===== src/rtl/psm_pkg.sv =====
// Constants shared by the port S / port M pin-control block.
package psm_pkg;
  // Register indices; the bus byte address is four times the index.
  localparam logic [5:0] IDX_S_PULL_EN = 6'h0C;
  localparam logic [5:0] IDX_S_PULL_POL = 6'h0D;
  localparam logic [5:0] IDX_S_OD_SEL = 6'h0E;
  localparam logic [5:0] IDX_M_DATA = 6'h10;
  localparam logic [5:0] IDX_M_PIN_LVL = 6'h11;
  localparam logic [5:0] IDX_M_DIR = 6'h12;
  localparam logic [5:0] IDX_M_DRIVE = 6'h13;
  // Implemented widths.
  localparam int S_PINS = 4;
  localparam int M_PINS = 6;
  // Field positions on port M.
  localparam int M_RX_BIT = 0;
  localparam int M_TX_BIT = 1;
  localparam int M_SPI_LO = 2;
  localparam int M_SPI_HI = 5;
  // Reset values.
  localparam logic [3:0] RST_S_PULL_EN = 4'hF;
  localparam logic [3:0] RST_S_PULL_POL = 4'h0;
  localparam logic [3:0] RST_S_OD_SEL = 4'h0;
  localparam logic [5:0] RST_M_DATA = 6'h00;
  localparam logic [5:0] RST_M_DIR = 6'h00;
  localparam logic [5:0] RST_M_DRIVE = 6'h00;
  // Pin synchroniser depth in bus cycles.
  localparam int SYNC_STAGES = 2;
  // AHB transfer type bit that marks NONSEQ or SEQ.
  localparam int HTRANS_ACTIVE = 1;
endpackage


===== src/rtl/psm_pin_ctrl.sv =====
// Port S pull / open-drain control and port M data, direction and drive, on AHB-Lite.
`timescale 1ns/1ns
//
// Summary of operation
// (RULE_01) Port S pull enable acts on inputs and open-drain outputs, not push-pull.
// (RULE_02) After reset every port S pull is enabled with pull-up polarity.
// (RULE_03) Polarity 0 with pull enabled gives pull-up on inputs and open-drain outputs.
// (RULE_04) Polarity 1 with pull enabled gives pull-down, only on inputs.
// (RULE_05) Open-drain bit drives low only; clear gives push-pull; inputs unaffected.
// (RULE_06) Port M data reads latch for output pins, live pin level otherwise.
// (RULE_07) Port M pins five to two follow SPI status signals, not port settings.
// (RULE_08) Port M pin level register always returns pin levels, outputs included.
// (RULE_09) Writes to the port M pin level register are ignored.
// (RULE_10) Port M direction bit 0 gives input, 1 gives output, unless overridden.
// (RULE_11) An enabled SPI or CAN controller sets the direction of its pins.
// (RULE_12) Enabled transmit channel forces output; enabled receive channel forces input.
// (RULE_13) A disabled channel returns pin direction to the direction register.
// (RULE_14) Pin reads may lag a direction change by up to two bus cycles.
// (RULE_15) Drive bit 1 gives reduced drive on outputs; ignored on inputs.
// (RULE_16) Registers are 8-bit locations; unimplemented bits read zero, ignore writes.
module psm_pin_ctrl (
  input wire logic clock,
  input wire logic rst_b,
  // AHB-Lite slave.
  input wire logic hsel,
  input wire logic [31:0] haddr,
  input wire logic [1:0] htrans,
  input wire logic hwrite,
  input wire logic [2:0] hsize,
  input wire logic [31:0] hwdata,
  input wire logic hready,
  output logic hreadyout,
  output logic hresp,
  output logic [31:0] hrdata,
  // Port S: direction and output value come from the port S data logic.
  input wire logic [3:0] s_dir,
  input wire logic [3:0] s_out,
  output logic [3:0] s_pin_o,
  output logic [3:0] s_pin_oe,
  output logic [3:0] s_pull_up,
  output logic [3:0] s_pull_dn,
  // Port M pins.
  input wire logic [5:0] m_pin_i,
  output logic [5:0] m_pin_o,
  output logic [5:0] m_pin_oe,
  output logic [5:0] m_reduced,
  output logic [5:0] m_pin_level,
  // Peripheral overrides.
  input wire logic spi_en,
  input wire logic [3:0] spi_dir,
  input wire logic [3:0] spi_out,
  input wire logic sci_tx_en,
  input wire logic sci_rx_en,
  input wire logic sci_tx_d,
  input wire logic can_tx_en,
  input wire logic can_rx_en,
  input wire logic can_tx_d
);

  // ****************************************
  // Bus address phase
  // ****************************************
  logic [5:0] addr_idx_r;
  logic addr_ok_r;
  logic wr_pend_r;
  logic rd_now;
  logic acc_now;
  logic addr_in_map;

  assign acc_now = hsel & htrans[psm_pkg::HTRANS_ACTIVE] & hready;
  assign rd_now = acc_now & ~hwrite;
  assign addr_in_map = (haddr[31:8] == 24'h000000) & (haddr[1:0] == 2'h0);

  always_ff @(posedge clock) begin
    if (!rst_b) begin
      addr_idx_r <= 6'h00;
      addr_ok_r <= 1'b0;
      wr_pend_r <= 1'b0;
    end else begin
      if (hready) begin
        wr_pend_r <= acc_now & hwrite;
        addr_idx_r <= haddr[7:2];
        addr_ok_r <= addr_in_map;
      end
    end
  end

  // Zero-wait slave: every transfer completes in one data phase with OKAY.
  always_ff @(posedge clock) begin
    if (!rst_b) begin
      hreadyout <= 1'b0;
      hresp <= 1'b0;
    end else begin
      hreadyout <= 1'b1;
      hresp <= 1'b0;
    end
  end

  // ****************************************
  // Registers
  // ****************************************
  logic [3:0] s_pull_en_r;
  logic [3:0] s_pull_pol_r;
  logic [3:0] s_od_sel_r;
  logic [5:0] m_data_r;
  logic [5:0] m_dir_r;
  logic [5:0] m_drive_r;
  logic wr_ok;

  assign wr_ok = wr_pend_r & addr_ok_r;

  always_ff @(posedge clock) begin
    if (!rst_b) begin
      s_pull_en_r <= psm_pkg::RST_S_PULL_EN; // RULE_02
      s_pull_pol_r <= psm_pkg::RST_S_PULL_POL; // RULE_02
      s_od_sel_r <= psm_pkg::RST_S_OD_SEL;
    end else if (wr_ok) begin
      // Only the implemented low bits are stored; the rest are dropped.
      case (addr_idx_r)
        psm_pkg::IDX_S_PULL_EN: s_pull_en_r <= hwdata[3:0]; // RULE_16
        psm_pkg::IDX_S_PULL_POL: s_pull_pol_r <= hwdata[3:0];
        psm_pkg::IDX_S_OD_SEL: s_od_sel_r <= hwdata[3:0];
        default: begin
        end
      endcase
    end
  end

  always_ff @(posedge clock) begin
    if (!rst_b) begin
      m_data_r <= psm_pkg::RST_M_DATA;
      m_dir_r <= psm_pkg::RST_M_DIR;
      m_drive_r <= psm_pkg::RST_M_DRIVE;
    end else if (wr_ok) begin
      // The data latch takes writes whatever the pin direction.
      case (addr_idx_r)
        psm_pkg::IDX_M_DATA: m_data_r <= hwdata[5:0]; // RULE_06
        psm_pkg::IDX_M_DIR: m_dir_r <= hwdata[5:0];
        psm_pkg::IDX_M_DRIVE: m_drive_r <= hwdata[5:0];
        // The pin level location has no storage, so a write there is lost.
        psm_pkg::IDX_M_PIN_LVL: begin // RULE_09
        end
        default: begin
        end
      endcase
    end
  end

  // ****************************************
  // Port M pin synchroniser
  // ****************************************
  logic [5:0] m_sync1_r;

  // Two stages, hence the up-to-two-cycle lag of pin reads.
  always_ff @(posedge clock) begin
    if (!rst_b) begin
      m_sync1_r <= 6'h00;
      m_pin_level <= 6'h00;
    end else begin
      m_sync1_r <= m_pin_i; // RULE_14
      m_pin_level <= m_sync1_r;
    end
  end

  // ****************************************
  // Port M direction and output selection
  // ****************************************
  logic [5:0] m_dir_eff;
  logic [5:0] m_out_eff;
  logic rx_on;
  logic tx_on;

  assign rx_on = sci_rx_en | can_rx_en;
  assign tx_on = sci_tx_en | can_tx_en;

  always_comb begin
    m_dir_eff = m_dir_r; // RULE_10 RULE_13
    m_out_eff = m_data_r;
    if (rx_on) begin
      m_dir_eff[psm_pkg::M_RX_BIT] = 1'b0; // RULE_12
    end
    if (tx_on) begin
      m_dir_eff[psm_pkg::M_TX_BIT] = 1'b1; // RULE_11 RULE_12
      m_out_eff[psm_pkg::M_TX_BIT] = can_tx_en ? can_tx_d : sci_tx_d;
    end
    if (spi_en) begin
      m_dir_eff[psm_pkg::M_SPI_HI:psm_pkg::M_SPI_LO] = spi_dir; // RULE_07 RULE_11
      m_out_eff[psm_pkg::M_SPI_HI:psm_pkg::M_SPI_LO] = spi_out; // RULE_07
    end
  end

  always_ff @(posedge clock) begin
    if (!rst_b) begin
      m_pin_oe <= 6'h00;
      m_pin_o <= 6'h00;
      m_reduced <= 6'h00;
    end else begin
      m_pin_oe <= m_dir_eff; // RULE_10
      m_pin_o <= m_out_eff;
      m_reduced <= m_drive_r & m_dir_eff; // RULE_15
    end
  end

  // ****************************************
  // Port S pad control
  // ****************************************
  always_ff @(posedge clock) begin
    if (!rst_b) begin
      s_pin_o <= 4'h0;
      s_pin_oe <= 4'h0;
      s_pull_up <= 4'h0;
      s_pull_dn <= 4'h0;
    end else begin
      // Open-drain leaves a high undriven so the pull or the bus wire sets it.
      s_pin_o <= s_out & ~s_od_sel_r; // RULE_05
      s_pin_oe <= s_dir & ~(s_od_sel_r & s_out); // RULE_05
      s_pull_up <= s_pull_en_r & ~s_pull_pol_r & (~s_dir | s_od_sel_r); // RULE_01 RULE_03
      s_pull_dn <= s_pull_en_r & s_pull_pol_r & ~s_dir; // RULE_01 RULE_04
    end
  end

  // ****************************************
  // Read data
  // ****************************************
  logic [7:0] rd_mux;

  always_comb begin
    rd_mux = 8'h00;
    if (addr_in_map) begin
      case (haddr[7:2])
        psm_pkg::IDX_S_PULL_EN: rd_mux = {4'h0, s_pull_en_r}; // RULE_16
        psm_pkg::IDX_S_PULL_POL: rd_mux = {4'h0, s_pull_pol_r};
        psm_pkg::IDX_S_OD_SEL: rd_mux = {4'h0, s_od_sel_r};
        psm_pkg::IDX_M_DATA: begin
          rd_mux = {2'h0, (m_data_r & m_dir_eff) | (m_pin_level & ~m_dir_eff)}; // RULE_06
        end
        psm_pkg::IDX_M_PIN_LVL: rd_mux = {2'h0, m_pin_level}; // RULE_08
        psm_pkg::IDX_M_DIR: rd_mux = {2'h0, m_dir_r};
        psm_pkg::IDX_M_DRIVE: rd_mux = {2'h0, m_drive_r};
        default: rd_mux = 8'h00;
      endcase
    end
  end

  always_ff @(posedge clock) begin
    if (!rst_b) begin
      hrdata <= 32'h00000000;
    end else if (rd_now) begin
      hrdata <= {24'h000000, rd_mux};
    end
  end
endmodule


===== config.mk =====
export PLATFORM = sky130hd
export DESIGN_NAME = psm_pin_ctrl
export DESIGN_NICKNAME = d
export VERILOG_FILES = /design/src/rtl/psm_pkg.sv /design/src/rtl/psm_pin_ctrl.sv
export SDC_FILE = /design/constraint.sdc
export NUM_CORES = 1
export LEC_CHECK = 0
export BUFFER_PORTS_ARGS = -buffer_cell sky130_fd_sc_hd__buf_2
export CAP_MARGIN = 10
export CORE_ASPECT_RATIO = 0.9
export CORE_UTILIZATION = 45
export CTS_CLUSTER_DIAMETER = 50
export CTS_CLUSTER_SIZE = 24
export DETAILED_ROUTE_END_ITERATION = 8
export MAX_ROUTING_LAYER = met4
export PLACE_DENSITY = 0.77
export SETUP_SLACK_MARGIN = 0.02
export SYNTH_ARGS = -nofsm -noshare
export SYNTH_HDL_FRONTEND = slang
export SYNTH_SLANG_ARGS = --single-unit

===== constraint.sdc =====
create_clock -name clock -period 4.1 [get_ports clock]
set_clock_uncertainty 0.1 [all_clocks]
set_input_delay 0 -clock clock [delete_from_list [all_inputs] [get_ports clock]]
set_output_delay 0 -clock clock [all_outputs]
set_load 0.01 [all_outputs]

==> metrics.yaml <==
status: "finished, final reports clean"
slowest_delay_ns: 0.55
whs_ns: 0.0153
p_sw_uw: 410
swShare_pct: 23.9
synth_compound_area_share_pct: 6.58
yosys.area_share.simple_pct: 26.8
max_slew_margin_pct: 63.6
antenna_found_initial: 0
netlist.area_leader.share_pct: 45.8
synth_xor_area_share_pct: 0
first_global_vias: 3221
coreArea_um2: 8570
synth_top_family_by_area: "simple AND/OR/NAND/NOR gates"
fill_cells: 757
setup_tns_ns: 0
finalSetupViolations: 0
hp-class: "in2reg"
vias: 3358
p_comb_share_pct: 11.2
ir_worst_vdd_mv: 0.140
io_pins: 177
final_area_um2: 5190
start_util_pct: 46.4
dpl_cell_area_um2: 4510
ys_warn_count: 0
remaining_drc_errors: 0
ys_ff_latch: 91
wire_per_inst_um: 13.9
worstPathArrival_ns: 2.14
ant_nets: 0
synthCells: 398
synthTopCellsByCount: "91 x dfxtp_1, 47 x mux2i_1, 46 x nor2b_1"
path_class: "in2reg"
cts_sinks: 91
synth_fa_ha_area_share_pct: 0
period_minus_slack_ns: 1.93
grt_pass1_wl_um: 14800
io_buffers: 119
multi_input_area_um2: 1930
dieArea_um2: 9210
async_reset_ff_share_pct: 0
viasPerCell: 4.94
regArea_um2: 1820
drt-pass1-iter-count: 4
antenna_cells: 0
cp_slowest_cell: "dlygate4sd3_1"
clkPwrFrac_pct: 35.5
crit_path_start_kind: "input port"
drv_cap: 0
die_y_um: 91.2
path_common_cell: "dlygate4sd3_1"
power_frac_seq_pct: 53.2
grt_usage_pct: 21.3
hold_viol: 0
fp-row-count: 32
h-tree-depth: 3
drive_gt1_share_pct: 26.6
yosysSeqAreaShare_pct: 45.8
yosysMostFrequentCell: "dfxtp_1"
p_leak_nw: 2.42
synthTopCellsByArea: "dfxtp_1 46%, mux2i_1 12%, nor2b_1 7.2%, buf_4 5.9%, and2_1 3.3%"
path_clk_slew_ns: 0.09
critPathMaxFanout: 56
place_hpwl_um: 6540
cp.required_ns: 4.30
syn-cell-area_um2: 3980
path_cells: "dlygate4sd3_1 -> buf_2 -> buf_4 -> nand2_1 -> a21oi_1 -> dlygate4sd3_1"
total_power_mw: 1.71
path_buf_inv: 4
fin_util_pct: 60.6
timing.fmax_mhz: 517
end_kind: "flop"
p_int_mw: 1.30
avgSynthCellArea_um2: 9.99
clockBufferDepth: 2
drt-initial-drc-count: 108
slew_violations: 0
synth_flop_cell: "dfxtp_1"
die_w_um: 101
clock_latency_ns: 0.35
period_share_pct: 47.1
synth_edf_count: 0
nets: 659
rsz0062_at_grt: "no"
grt_overflow_total: 0
wirelength_um: 9470
synth_mux_area_share_pct: 12.7
cts_tree: "yes"
grt_max_degree: 57
synth_cell_types: 56
cp_top_family: "buffers and inverters"
cellPowerDensity_nw_per_um2: 330
cts_buffers: 9
gp_congestion: 0.840
rrSetupSlack_ns: 2.43
synth_top_area_cell: "dfxtp_1"
root_buffer: "clkbuf_8"
area_delta_synth_final_pct: 30.7
worstMarginPinSlew_ns: 0.546
==> registers in the layout (all words and copies together), names as in the netlist <==
name	cells
addr_idx_r	6
hrdata	6
m_data_r	6
m_dir_r	6
m_drive_r	6
m_pin_level	6
m_pin_o	6
m_pin_oe	6
m_reduced	6
m_sync1_r	6
s_od_sel_r	4
s_pin_o	4
s_pin_oe	4
s_pull_dn	4
s_pull_en_r	4
s_pull_pol_r	4
s_pull_up	4
addr_ok_r	1
hreadyout	1
wr_pend_r	1
==> layout by cell type (no fill, tap or decap), types with 2 or more instances in the layout <==
master,instances
nor2b_1,46
and2_1,21
and3_1,10
nand4_1,2
clkbuf_8,10
clkinvlp_4,2
nand2_1,25
a21oi_1,4
mux2i_1,47
o21ai_1,4
nor2_1,8
buf_2,119
nand3_1,12
a211oi_1,4
a21boi_0,2
nand2b_1,5
a32oi_1,2
dlygate4sd3_1,48
dfxtp_1,91
and4bb_1,2
nor4_1,10
a32o_1,2
mux2_1,2
or3b_4,2
nor4b_1,3
nor3_1,8
clkinv_4,2
o21ai_0,2
a22oi_1,4
o32a_1,2
conb_1,27
nand2_2,2
o31ai_1,2
nor3b_1,4
==> metrics by stage <==
| stage | std cells | setup slack (ns) |
|---|---|---|
| 2_1_floorplan | 424 | 2.72 |
| 3_3_place_gp | 616 | 2.48 |
| 3_5_place_dp | 616 | 2.45 |
| 4_1_cts | 680 | 2.19 |
| 5_1_grt | 680 | 1.98 |
| 6_report | 680 | 2.17 |
==> power groups by stage <==
| stage | Clock [mW] | Sequential, mW | Combinational, mW |
|---|---|---|---|
| 4_1_cts | 0.622 | 0.912 | 0.191 |
| 6_report | 0.609 | 0.912 | 0.193 |
| 5_1_grt | 0.656 | 0.915 | 0.211 |
| 3_5_place_dp | 0 | 0.933 | 0.156 |
| 3_3_place_gp | 0 | 0.932 | 0.153 |
| 2_1_floorplan | 0 | 0.939 | 0.103 |
==> final timing paths <==
path               endpoint           from  cells after the start
min reg2reg  m_pin_level[5]   m_sync1_r[5]                      1
max reg2reg   s_od_sel_r[3]  addr_idx_r[0]                      4
min              m_pin_o[2]         spi_en                      3
max             s_pin_oe[3]          rst_b                      6
==> timing repair <==
item	4_1_cts	5_1_grt
endpoints found under the setup margin	0	0
buffers inserted	0	0
hold buffers	48	0
hold endpoints to repair	76	0
resized for setup	0	0
==> final cells by class <==
type | instances | area share (%)
multi-input cells | 285 | 37.2
clock buffers | 11 | 2.72
flip-flops and latches | 91 | 35.1
well taps | 119 | 2.87
inverters | 1 | 0.0723
repair buffers | 168 | 20.9
clock inverters | 5 | 1.20
==> cells by family (layout without fill, tap and decap cells) <==
kind of cell    Yosys count  after routing
compound gates           35             35
buf+inv                  48            185
other cells               1             27
mux                      50             50
flops                    91             91
simple gates            173            173
==> worst min-delay path: cells and delay by family <==
family	cells	cell delay (ns)
buffers and inverters	1	0.19
and+or+nand+nor	1	0.05
muxes	1	0.17
==> routing by layer <==
metal | global-route usage (%) | share of wire [%] | wire length, um | vias to the layer above
li1 | - | - | - | 1659
met1 | 25.5 | 44 | 4180 | 1555
met4 | 8.33 | 2.1 | 198 | 0
met3 | 4.31 | 5.3 | 506 | 19
met2 | 35.0 | 48 | 4580 | 125
met5 | - | 0 | 0 | -
Note: power is estimated with default switching activity, not from simulation.
